<file path="config.mk">
export PLATFORM = sky130hd
export DESIGN_NAME = analog_comparator_control
export DESIGN_NICKNAME = d
export VERILOG_FILES = /design/src/pkg/comparator_pkg.sv /design/src/pkg/edge_if.sv /design/src/verilog/compare_edge_detect.sv /design/src/verilog/analog_comparator_control.sv
export SDC_FILE = /design/constraint.sdc
export NUM_CORES = 1
export LEC_CHECK = 0
export BUFFER_PORTS_ARGS = -buffer_cell sky130_fd_sc_hd__buf_2
export CORE_ASPECT_RATIO = 0.8
export CORE_MARGIN = 3
export CORE_UTILIZATION = 51
export DETAILED_ROUTE_END_ITERATION = 8
export HOLD_SLACK_MARGIN = 0.08
export PLACE_DENSITY = 0.81
export SETUP_SLACK_MARGIN = 0.5
export SYNTH_ARGS = -nofsm -noshare
export SYNTH_HDL_FRONTEND = slang
export SYNTH_HIERARCHICAL = 1
export SYNTH_SLANG_ARGS = --single-unit
</file>
<file path="constraint.sdc">
create_clock -name clock -period 1.6 [get_ports clock]
set_input_delay 0.32 -clock clock [delete_from_list [all_inputs] [get_ports clock]]
set_output_delay 0.32 -clock clock [all_outputs]
set_load 0.03 [all_outputs]
</file>
<file path="src/pkg/comparator_pkg.sv">
// constants, field layout and edge modes of the comparator control block
package comparator_pkg;

    // register port geometry
    localparam int ADDR_WIDTH = 4;
    localparam int DATA_WIDTH = 8;

    // register map
    localparam logic [3:0] CONTROL_OFFSET = 4'h0;
    localparam logic [7:0] CONTROL_RESET = 8'h00;
    localparam logic [7:0] WRITE_MASK = 8'hD7;
    localparam logic [7:0] READ_NONE = 8'h00;

    // field positions
    localparam int ENABLE_BIT = 7;
    localparam int BANDGAP_BIT = 6;
    localparam int FLAG_BIT = 5;
    localparam int IRQ_ENABLE_BIT = 4;
    localparam int LEVEL_BIT = 3;
    localparam int PIN_ENABLE_BIT = 2;
    localparam int MODE_HIGH = 1;
    localparam int MODE_LOW = 0;

    // enabled cycles before edges count: output lag, two sync flops and the previous-level flop
    localparam int ARM_STAGES = 4;

    // edge mode encodings
    typedef enum logic [1:0] {
        MODE_FALL_A = 2'h0,
        MODE_RISE = 2'h1,
        MODE_FALL_B = 2'h2,
        MODE_BOTH = 2'h3
    } edge_mode_type;

    function automatic logic wants_rise(input logic [1:0] mode);
        return (edge_mode_type'(mode) == MODE_RISE) ||
               (edge_mode_type'(mode) == MODE_BOTH);
    endfunction : wants_rise

    function automatic logic wants_fall(input logic [1:0] mode);
        return (edge_mode_type'(mode) == MODE_FALL_A) ||
               (edge_mode_type'(mode) == MODE_FALL_B) ||
               (edge_mode_type'(mode) == MODE_BOTH);
    endfunction : wants_fall

endpackage : comparator_pkg

</file>
<file path="src/pkg/edge_if.sv">
// signals between the control logic and the edge detector
`timescale 1ns/1ns
interface edge_if;
    logic active;
    logic [1:0] mode;
    logic level;
    logic eventPulse;

    modport detector (
        input active,
        input mode,
        output level,
        output eventPulse
    );
    modport control (
        input level,
        input eventPulse,
        output active,
        output mode
    );
endinterface : edge_if

</file>
<file path="src/verilog/compare_edge_detect.sv">
// synchroniser and edge detector for the raw comparator output
`timescale 1ns/1ns
module compare_edge_detect (
    // clock and reset
    input wire logic clock,
    input wire logic rst_n,
    // asynchronous comparator output
    input wire logic compRaw,
    // control side
    edge_if.detector port
);
    logic syncFirst;
    logic syncSecond;
    logic prevLevel;
    logic [comparator_pkg::ARM_STAGES-1:0] armChain;

    // comparator output may lag enable by a cycle, then two sync flops and the previous-level flop
    wire logic [comparator_pkg::ARM_STAGES-1:0] next_armChain =
        port.active ? {armChain[comparator_pkg::ARM_STAGES-2:0], 1'b1} :
        {comparator_pkg::ARM_STAGES{1'b0}};

    // [RQ12] two-stage synchroniser
    always_ff @(posedge clock or negedge rst_n) begin
        if (!rst_n) begin
            syncFirst <= 1'b0;
            syncSecond <= 1'b0;
            prevLevel <= 1'b0;
            armChain <= {comparator_pkg::ARM_STAGES{1'b0}};
        end else begin
            syncFirst <= compRaw;
            syncSecond <= syncFirst;
            prevLevel <= syncSecond;
            armChain <= next_armChain;
        end
    end

    wire logic risingSeen = syncSecond & ~prevLevel;
    wire logic fallingSeen = ~syncSecond & prevLevel;
    // [RQ8] mode picks the edge kind
    wire logic wantedEdge =
        (risingSeen & comparator_pkg::wants_rise(port.mode)) |
        (fallingSeen & comparator_pkg::wants_fall(port.mode));

    // [RQ9] high means positive input above negative
    assign port.level = syncSecond;
    // [RQ12] armed once only enabled samples fill the synchroniser
    wire logic armed = armChain[comparator_pkg::ARM_STAGES-1];
    assign port.eventPulse = armed & port.active & wantedEdge;
endmodule : compare_edge_detect

</file>
<file path="src/verilog/analog_comparator_control.sv">
// control, status and edge flag logic around an analog comparator
//
// Chosen here: the address map and the address-and-strobe port.
`timescale 1ns/1ns
// What this block does
// [RQ1] comparator works only while module enable bit 7 is set
// [RQ2] bit 6 selects positive pin when 0, bandgap reference when 1
// [RQ3] flag bit 5 sets on each transition chosen by the edge mode
// [RQ4] writing 1 to flag bit clears it; writing 0 leaves it
// [RQ5] with bit 4 set, interrupt request follows the flag
// [RQ6] bit 3 reads the comparator level, forced to 0 when disabled
// [RQ7] bit 2 drives the comparator level onto its output pin
// [RQ8] mode 00 falling, 01 rising, 10 falling, 11 either edge
// [RQ9] comparator output high when positive input exceeds negative
// [RQ10] comparator inactive in every stop mode, never a wake source
// [RQ11] leaving deepest stop, or stop by reset, gives reset state
// [RQ12] comparator output synchronised twice; edges seen only when enabled
module analog_comparator_control (
    // clock and reset
    input wire logic clock,
    input wire logic rst_n,
    // register port
    input wire logic [comparator_pkg::ADDR_WIDTH-1:0] address,
    input wire logic [comparator_pkg::DATA_WIDTH-1:0] writeData,
    input wire logic writeStrobe,
    input wire logic readStrobe,
    output logic [comparator_pkg::DATA_WIDTH-1:0] readData,
    // power management
    input wire logic stopMode,
    input wire logic powerDownExit,
    // analog comparator
    input wire logic compRaw,
    output logic compEnable,
    output logic bandgapSelect,
    // output pin
    output logic comparatorOutputPin,
    output logic pinOutEnable,
    // interrupt
    output logic interruptRequest
);

    logic [comparator_pkg::DATA_WIDTH-1:0] control;
    logic compareEventFlag;
    logic comparatorOutputLevel;

    edge_if edges();

    compare_edge_detect detector (
        .clock(clock),
        .rst_n(rst_n),
        .compRaw(compRaw),
        .port(edges.detector)
    );

    // register decode
    wire logic hit = address == comparator_pkg::CONTROL_OFFSET;
    wire logic writeHit = writeStrobe & hit;
    wire logic readHit = readStrobe & hit;

    // field views of the control register
    wire logic comparatorModuleEnable =
        control[comparator_pkg::ENABLE_BIT];
    wire logic bandgapInputSelect = control[comparator_pkg::BANDGAP_BIT];
    wire logic compareInterruptEnable =
        control[comparator_pkg::IRQ_ENABLE_BIT];
    wire logic outputPinEnable = control[comparator_pkg::PIN_ENABLE_BIT];
    wire logic [1:0] edgeModeSelect =
        control[comparator_pkg::MODE_HIGH:comparator_pkg::MODE_LOW];

    // [RQ1] enable bit gates the comparator
    // [RQ10] stop overrides the enable bit, whatever its prior setting
    wire logic active = comparatorModuleEnable & ~stopMode;
    assign edges.active = active;
    assign edges.mode = edgeModeSelect;

    // [RQ11] power-down exit restores reset values
    wire logic [comparator_pkg::DATA_WIDTH-1:0] next_control =
        powerDownExit ? comparator_pkg::CONTROL_RESET :
        writeHit ? (writeData & comparator_pkg::WRITE_MASK) : control;

    // [RQ4] write-one clear, zero leaves flag alone
    wire logic clearFlag = writeHit & writeData[comparator_pkg::FLAG_BIT];
    // [RQ3] a detected edge wins over a clear in the same cycle
    wire logic next_flag = ~powerDownExit &
        (edges.eventPulse | (compareEventFlag & ~clearFlag));

    wire logic next_active = next_control[comparator_pkg::ENABLE_BIT] &
        ~stopMode;
    // [RQ6] level reads 0 from the very cycle the module is disabled
    wire logic next_level = next_active & edges.level;
    wire logic next_pinEnable = next_active &
        next_control[comparator_pkg::PIN_ENABLE_BIT];
    // [RQ5] request tracks flag and enable, cycle for cycle
    wire logic next_irq = next_flag &
        next_control[comparator_pkg::IRQ_ENABLE_BIT];

    // read image: reserved bits none, flag and level from hardware
    wire logic [comparator_pkg::DATA_WIDTH-1:0] readValue = {
        comparatorModuleEnable,
        bandgapInputSelect,
        compareEventFlag,
        compareInterruptEnable,
        comparatorOutputLevel,
        outputPinEnable,
        edgeModeSelect
    };
    // unmapped reads answer zero
    wire logic [comparator_pkg::DATA_WIDTH-1:0] next_readData =
        readHit ? readValue : comparator_pkg::READ_NONE;

    // register state
    always_ff @(posedge clock or negedge rst_n) begin
        if (!rst_n) begin
            control <= comparator_pkg::CONTROL_RESET;
            compareEventFlag <= 1'b0;
            comparatorOutputLevel <= 1'b0;
        end else begin
            control <= next_control;
            compareEventFlag <= next_flag;
            comparatorOutputLevel <= next_level;
        end
    end

    // outputs, all registered
    always_ff @(posedge clock or negedge rst_n) begin
        if (!rst_n) begin
            readData <= comparator_pkg::READ_NONE;
            compEnable <= 1'b0;
            bandgapSelect <= 1'b0;
            comparatorOutputPin <= 1'b0;
            pinOutEnable <= 1'b0;
            interruptRequest <= 1'b0;
        end else begin
            readData <= next_readData;
            // [RQ1] analog part powered only while active
            compEnable <= next_active;
            // [RQ2] positive input source select
            bandgapSelect <= next_control[comparator_pkg::BANDGAP_BIT];
            // [RQ7] pin carries the level only when enabled
            comparatorOutputPin <= next_pinEnable & edges.level;
            pinOutEnable <= next_pinEnable;
            interruptRequest <= next_irq;
        end
    end
endmodule : analog_comparator_control

</file>
Word level (Yosys, flattened, before mapping)
Cells that the tools add are included.

word-level totals
  input bits = 19
  output and inout port bits = 13
  word-level logic and storage cells = 51
  latch bits = 0
  RAM bits = 0
  memories = 0
  memory bits (read-only) = 0
  register bits after elaboration = 28

operators by class
  $mul = 0
  $add $sub $neg = 0
  reduce and logical (&&, ||, !) cells = 6
  order comparisons = 0
  equality and inequality tests = 3
  div/mod/pow operators = 0
  muxes and demuxes = 4
  shift operators = 0
  bitwise operators = 24

operator list
  kind                                                  count
  2-to-1 mux 8 bit                                      3
  AND 1 bit                                             17
  inverter 1 bit                                        5
  equality test 2 bit (second input constant)           2
  zero test 4 bit                                       1
  2-to-1 mux 4 bit                                      1
  logical OR 1 bit                                      3
  equality test 2 x 1 -> 1 bit (second input constant)  1
  zero test 2 bit                                       1
  OR 1 bit                                              2
  nonzero test 2 bit                                    1

Longest topological paths before layout
Gate-level depths: netlist of the first run.

  depth in word-level cells = 9
  mapped depth = 5
  depth with buffers taken out = 5

By module
Netlist of the first run, hierarchy kept.

modules (own cells, without submodules)
  module                     times used  area each (um2)  seq. area each (um2)  cells an instance
  analog_comparator_control  1           740.7            500.5                 58
  compare_edge_detect        1           224.0            175.2                 15

Least setup slack after synthesis of the first run
Ideal clock, no wire load.

  path type = input to register
  start = in address[1] (netlist name)
  end = reg comparatorOutputLevel
  path slack = 0.240 ns
  data required time = 1.480 ns
  arrival time = 1.240 ns
  stages on the path = 4
  cells stage by stage = nor4_4 nand2_4 mux2i_2 and3b_1

between the ends
  word-level cells in the longest chain between the ends = 6

RTL lines
  what                  line                              RTL
  start, declared       analog_comparator_control.sv:23   input wire logic [comparator_pkg::ADDR_WIDTH-1:0] address,
  zero test 4 bit       analog_comparator_control.sv:56   wire logic hit = address == comparator_pkg::CONTROL_OFFSET;
  AND 1 bit             analog_comparator_control.sv:57   wire logic writeHit = writeStrobe & hit;
  2-to-1 mux 8 bit      analog_comparator_control.sv:79   writeHit ? (writeData & comparator_pkg::WRITE_MASK) : control;
  2-to-1 mux 8 bit      analog_comparator_control.sv:78   powerDownExit ? comparator_pkg::CONTROL_RESET :
  AND 1 bit             analog_comparator_control.sv:87   wire logic next_active = next_control[comparator_pkg::ENABLE_BIT] &
  AND 1 bit             analog_comparator_control.sv:90   wire logic next_level = next_active & edges.level;
  via next_level        analog_comparator_control.sv:90
  end signal, assigned  analog_comparator_control.sv:120  comparatorOutputLevel <= next_level;
  end, declared         analog_comparator_control.sv:44   logic comparatorOutputLevel;

The timed path passes the listed nets, and every way through them passes these cells. The select of a mux whose other input is x is not followed.
A chain may end at the register's enable or synchronous reset.

==> flow_summary_export.csv, run 1 <==
group,metric,value,unit
grt,grt.overflow.total,0,
synth,yosysSeqAreaShare,0.7004,
synth,yosysWarnings,6,
die,die_h,44.90,um
synth,ys_async_sr_fraction,1.000,
sta,layout_min_cycle_time,1.206,ns
die,num_rows,13,
sta,fin_worst_skew,0.009053,ns
setup_path,crit_type,"flop to output port",
grt,grt_pass1_vias,770,
placement,detailedPlace.worstSlack,0.1035,ns
synth,syn_avg_cell_area,13.21,um^2
synth,synth_top_family_by_area,"simple AND/OR/NAND/NOR gates",
detailed_routing,vias,741,
grt,grt_pass1_wl,3567,um
synth,synthMuxAreaShare,0.03502,
final_layout,fin_nets,136,
setup_path,crit_chain,"buf_6",
final_layout,area_delta_synth_final,48.64,%
setup_path,path_buf_inv,1,
clock_tree,cts_made_buffers,3,
detailed_routing,wl_per_cell,17.17,um
final_layout,multi_input_area,362.8,um^2
worst_hold_path,hp-class,"input pin to flop",
final_layout,ff_latch_area,675.6,um^2
worst_hold_path,hold_depth,1,
synth,synth_xor_area_frac,0,
placement,routabilityCongestion,0.8415,
final_layout,drive_above_1_share,0.5000,
sta,drv_slew,0,
grt,grt_max_degree,28,
setup_path,cp-start-kind,"flop",
pwr,power.total,1.067,mW
setup_path,r2r_slack,0.47,ns
setup_path,r2r_start,"control[0]",
final_layout,diodes,0,
synth,synth_edf_count,0,
setup_path,cp_slowest_cell,"dfrtp_1",
setup_path,rr_worst_depth,5,
detailed_routing,route.detailed.drc,0,
synth,ys_ff_latch,27,
sta,clock.fmax,829.4,MHz
setup_path,arrival,0.89,ns
pwr,ir_drop,0.7746,mV
grt,antenna_found_initial,0,
synth,synth_cells,73,
synth,netlist-cell-type-count,19,
detailed_routing,first_pass_iters,5,
clock_tree,clk_pin_slew_worst_paths,0.14,ns
pwr,p_leak,0.7208,nW
detailed_routing,routed_wl,2370,um
sta,hold_viol,0,
detailed_routing,via_per_inst,5.370,
clock_tree,cts.path.max_buffers,2,
run_status,outcome,"finished clean",
clock_tree,cts_tree,"built",
die,io_pins,32,
placement,portBuffers,30,
final_layout,nFillCells,95,
clock_tree,cts.sinks,27,
sta,finalSetupViolations,0,
sta,slew_headroom,0.6255,
grt,grtUsageTotal,0.2137,
pwr,power_density,744.2,nW/um^2
die,core_area,1708,um^2
synth,synthFlopType,"dfrtp_1",
setup_path,cp_top_family,"flip-flops",
detailed_routing,drtAntennaViolNets,0,
sta,rsz0062_at_grt,"yes",
synth,syn_nets,92,
worst_hold_path,hold_end,"detector/syncFirst",
synth,netlist_area,964.7,um^2
setup_path,critPathMaxFanout,2,
die,die_w,54.63,um
setup_path,worstSetupEndpointType,"output port",
die,dieArea,2453,um^2
sta,fin_ws,0.3943,ns
flow_run,drv_cap,0,
setup_path,r2r_end,"interruptRequest",
worst_hold_path,hp-start,"compRaw",
synth,synth_simple_gate_area_share,0.2309,
sta,max_slew.worst_pin.slew,0.5618,ns
placement,dp.final_hpwl,1365,um
detailed_routing,drtIter0Drc,11,
clock_tree,clockRootBuffer,"clkbuf_4",
sta,post-route-period-util,0.7535,
setup_path,max_stage_delay,0.41,ns
clock_tree,worstSkewPairLatency,0.33,ns
synth,synthAdderAreaFrac,0,
clock_tree,htreeDepth,1,
sta,finalSetupTns,0,ns
synth,synth_compound_area_frac,0.02594,
die,initial_core_util,0.5648,
setup_path,required,1.28,ns
per-stage QoR:
stage | instance area, um^2 | utilization | instances | hold WS (ns)
finish | 1434 | 0.8396 | 138 | 0.09235
global placement | 1162 | 0.6806 | 125 | 0.3326
detailed placement | 1162 | 0.6806 | 125 | 0.3434
CTS | 1340 | 0.7846 | 133 | 0.08237
global route | 1434 | 0.8396 | 138 | 0.08258
floorplan | 977.2 | - | 73 | 0.02441
logic make-up (layout without fill, tap and decap cells):
family / after synthesis / after routing
simple gates: 36 / 36
flops: 27 / 27
compound gates: 5 / 5
mux: 3 / 3
buf+inv: 2 / 45
area by class of cell:
type | instances | area share
clock buffers | 3 | 0.01571
clock inverters | 1 | 0.003490
multi-input cells | 44 | 0.2531
flip-flops and latches | 27 | 0.4712
well taps | 22 | 0.01920
repair buffers | 41 | 0.2373
worst max path at each step:
| stage | start | to | slack [ns] | depth (start not counted) |
|---|---|---|---|---|
| floorplan | address[1] | comparatorOutputPin | 0.27 | 4 |
| global placement | address[1] | comparatorOutputPin | 0.11 | 5 |
| detailed placement | address[1] | interruptRequest | 0.10 | 6 |
| CTS | control[6] | bandgapSelect | 0.39 | 1 |
| global route | readData[1] | readData[1] | 0.35 | 1 |
| finish | control[6] | bandgapSelect | 0.39 | 1 |
Yosys cell counts (2+ instances only):
| cell | instances | area (um^2) |
|---|---|---|
| and3_1 | 8 | 50.05 |
| nand2_1 | 4 | 15.01 |
| nor2_1 | 5 | 18.77 |
| nor3_1 | 2 | 10.01 |
| mux2i_1 | 2 | 20.02 |
| clkbuf_1 | 2 | 7.510 |
| nand2b_1 | 2 | 12.51 |
| nand3b_1 | 2 | 15.01 |
| and2_1 | 3 | 18.77 |
| a21oi_1 | 5 | 25.02 |
| nand3_1 | 4 | 20.02 |
| dfrtp_1 | 27 | 675.7 |
cell usage in the layout, fill, tap and decap left out, types with 4 or more instances in the layout:
cell type / synthesis / layout
nand2_1: 4 / 4
nor2_1: 5 / 4
buf_6: 0 / 18
buf_2: 0 / 15
and3_1: 8 / 8
dfrtp_1: 27 / 27
buf_4: 0 / 7
routing by layer:
layer,share of wire,vias up,GRT usage
met5,0,-,0
met4,0.027,0,0.08458
met3,0.073,7,0.07591
met2,0.52,34,0.3703
met1,0.38,363,0.2366
li1,-,337,-
where the power goes:
| part | internal, mW | switching [mW] |
|---|---|---|
| sequential | 0.689 | 0.00453 |
| combinational | 0.0375 | 0.0486 |
| clock | 0.0940 | 0.194 |
sequential cells by signal, summed over array words and instances, names as in the netlist:
register and flops:
detector/syncFirst 1, compEnable 1, detector/port.level 1, interruptRequest 1, comparatorOutputLevel 1, comparatorOutputPin 1, pinOutEnable 1, detector/prevLevel 1
control 6, readData 8, detector/armChain 4, compareEventFlag 1
what timing repair did:
action                                  CTS  global route
hold buffers                              1             0
pin swaps                                 3             5
endpoints found under the setup margin   17            20
endpoints found under the hold margin    27             0
buffers inserted                          3             5
gates resized for setup                  33            12
No activity file was read; power rests on OpenSTA's default activity.
==> inputs of run 2 (changes only) <==
- ABC_AREA: unset -> 1
- CORE_UTILIZATION: 51 -> 43
- PLACE_DENSITY: 0.81 -> 0.72
- clock period: 1.6 -> 1.05 ns (I/O delays scaled with it)
==> run 2 against run 1 <==
Clock power grew 59%. Sequential power up 53%. Highest routed layer is now met3. Sequential cell count did not move. Combinational power increased by 91%. Final cell count grew 25%. Hold slack worse by 0.12 ns. Synthesized area increased by 5.1%. Design area up 10%. The run now ends with negative hold slack, negative setup slack left. Total power grew 57%. Clock-buffer cell count unchanged. Critical endpoint is now interruptRequest. Critical path type is now flop to flop. Sequential share of layout area fell by 3.4 points.
==> flow_summary_export.csv, run 2 <==
group,metric,value,unit
synth,synth_top_cell_by_area,"dfrtp_1",
sta,finalSetupViolations,15,
setup_path,worstSetupEndpointType,"flop",
synth,syn_avg_cell_area,10.56,um^2
setup_path,crit_top_cell,"a21oi_2",
placement,place_inst,162,
setup_path,r2r_slack,-0.12,ns
setup_path,critPathMaxFanout,3,
final_layout,ff_latch_area,690.7,um^2
clock_tree,cts.sinks,27,
run_status,outcome,"finished, violations left",
pwr,ir_drop,0.8190,mV
grt,grtUsageTotal,0.1648,
placement,dp.final_hpwl,1514,um
flow_run,drv_cap,0,
setup_path,max_stage_delay,0.40,ns
sta,drv_slew,0,
final_layout,fin_nets,168,
grt,grt_pass1_vias,811,
synth,synth.top_cells.by_area,"dfrtp_1 (67%), inv_1 (7.4%), nand2_1 (5.6%)",
detailed_routing,via_per_inst,4.607,
die,die_h,49.42,um
sta,hold_viol,1,
sta,clock.fmax,855.3,MHz
detailed_routing,vias,797,
synth,ys_ff_latch,27,
detailed_routing,drtIter0Drc,15,
setup_path,crit_end,"interruptRequest",
sta,max_slew.worst_pin.slew,0.1621,ns
setup_path,startpoint,"control[7]",
sta,timing.hold.ws,-0.03228,ns
sta,slew_headroom,0.8920,
clock_tree,clockRootBuffer,"clkbuf_4",
clock_tree,worstSkewPairLatency,0.33,ns
final_layout,reg.largest.list,"readData (8), control (6), detector/armChain (4)",
sta,rsz0062_at_grt,"yes",
synth,syn_nets,115,
final_layout,final_cells,173,
die,die_w,60.28,um
setup_path,crit_type,"flop to flop",
synth,synth_top_area_share,0.6667,
placement,portBuffers,30,
die,core_area,2196,um^2
synth,synth_edf_count,0,
synth,netlist_area,1013,um^2
die,dieArea,2979,um^2
die,num_rows,15,
clock_tree,cts.path.max_buffers,2,
clock_tree,cts_tree,"built",
sta,fin_worst_skew,0.01429,ns
worst_hold_path,hp-class,"input pin to flop",
synth,synth_common_cells,"dfrtp_1 (27), inv_1 (20), nand2_1 (15), nor2_1 (13), nand2_2 (4)",
setup_path,r2r_start,"control[7]",
pwr,p_leak,0.8132,nW
sta,finalSetupTns,-0.7615,ns
final_layout,largest_register_ffs,8,
final_layout,diodes,0,
final_layout,mostFrequentLayoutCells,"buf_6 (22), inv_1 (15), dfrtp_1 (15)",
grt,antenna_found_initial,0,
synth,yosysWarnings,6,
setup_path,crit_chain,"inv_2 > nor2_4 > nand2_1 > inv_1 > nand2_2 > a21oi_2 > a21oi_2 > and2b_1",
setup_path,cp-start-kind,"flop",
setup_path,required,1.32,ns
sta,layout_min_cycle_time,1.169,ns
clock_tree,clk_pin_slew_worst_paths,0.15,ns
detailed_routing,route.detailed.drc,0,
placement,detailedPlace.worstSlack,-0.2006,ns
grt,grt.overflow.total,0,
detailed_routing,drtAntennaViolNets,0,
detailed_routing,routed_wl,2110,um
sta,post-route-period-util,1.114,
run_status,violations,"negative hold slack, negative setup slack",
placement,routabilityCongestion,0.7654,
pwr,power_density,1061,nW/um^2
clock_tree,holdBufCountCts,1,
setup_path,r2r_end,"interruptRequest",
synth,post-synth-top-count-cell,"dfrtp_1",
final_layout,nFillCells,165,
setup_path,cp_slowest_cell,"dfrtp_1",
synth,netlist-cell-type-count,15,
sta,fin_ws,-0.1192,ns
grt,grt_pass1_wl,3539,um
die,io_pins,32,
final_layout,drive_above_1_share,0.6216,
die,initial_core_util,0.4615,
setup_path,rr_worst_depth,8,
detailed_routing,first_pass_iters,5,
final_layout,area_delta_synth_final,56.05,%
synth,ys_async_sr_fraction,1.000,
setup_path,arrival,1.44,ns
grt,grt_max_degree,28,
final_layout,multi_input_area,326.6,um^2
synth,yosysSeqAreaShare,0.6667,
final_layout,final_common_cell,"buf_6",
synth,synth_cells,96,
clock_tree,htreeDepth,1,
synth,synthFlopType,"dfrtp_1",
detailed_routing,wl_per_cell,12.20,um
clock_tree,cts_made_buffers,3,
final_layout,largest_register,"readData",
==> run 2: cell types whose count changed after synthesis, moves of 3 or more <==
cell     change
and3_1       -8
nor2_1       +8
nand2_2      +4
a21oi_1      -4
inv_1       +20
o21ai_0      +3
nand2_1     +11
nand4_1      +3
and2_1       -3
==> run 2: timing repair <==
| item | CTS | global route |
|---|---|---|
| setup endpoints to repair | 38 | 38 |
| resized for setup | 43 | 10 |
| setup buffers | 4 | 2 |
| pin swaps | 17 | 12 |
| endpoints found under the hold margin | 29 | 3 |
==> run 2: final cells by class <==
type | instances | area share
sequential | 27 | 0.4367
timing repair buffer | 48 | 0.2690
multi-input combinational | 49 | 0.2065
inverter | 20 | 0.04905
tap | 25 | 0.01978
clock buffer | 3 | 0.01424
clock inverter | 1 | 0.004747
==> run 2: routing by layer <==
| metal | wire (um) | part of all wire | global-route usage |
|---|---|---|---|
| met2 | 1073 | 0.51 | 0.2554 |
| met5 | 0 | 0 | 0 |
| met1 | 888 | 0.42 | 0.2171 |
| met3 | 149 | 0.071 | 0.06614 |
| met4 | 0 | 0 | 0.03321 |
==> run 2: critical path: cells and delay by family (launching register included) <==
| kind | cells | cell delay, ns |
|---|---|---|
| AOI/OAI and AO/OA | 2 | 0.17 |
| DFF | 1 | 0.40 |
| and+or+nand+nor | 4 | 0.42 |
| buffers and inverters | 2 | 0.12 |
==> run 2: cells by family after synthesis <==
kind of cell / synth area share
and+or+nand+nor: 0.2136
DFF: 0.6667
buffers and inverters: 0.07407
AOI/OAI and AO/OA: 0.04567
==> run 2: worst min-delay path by stage <==
| stage | startpoint | to | slack, ns | depth (start not counted) |
|---|---|---|---|---|
| finish | compRaw | detector/syncFirst | -0.03 | 1 |
| global route | compRaw | detector/syncFirst | -0.06 | 1 |
| CTS | compRaw | detector/syncFirst | -0.04 | 1 |
| detailed placement | rst_n | readData[0] | 0.16 | 2 |
| global placement | rst_n | detector/armChain[3] | 0.16 | 2 |
| floorplan | rst_n | compEnable | -0.09 | 0 |
==> run 2: metrics by stage <==
step / hold WS, ns / utilization / instance area, um^2 / total power [mW]
final: -0.03228 / 0.7202 / 1582 / 1.677
after global routing: -0.05929 / 0.7202 / 1582 / 1.748
after CTS: -0.03802 / 0.7009 / 1539 / 1.678
after detailed placement: 0.1640 / 0.6068 / 1333 / 1.211
after global placement: 0.1630 / 0.6068 / 1333 / 1.206
after floorplan: -0.08559 / - / 1056 / 1.109
==> run 2: power by group <==
| part | switching, mW | internal, mW |
|---|---|---|
| Sequential | 0.00630 | 1.05 |
| Clock | 0.312 | 0.146 |
| Combinational | 0.0835 | 0.0804 |
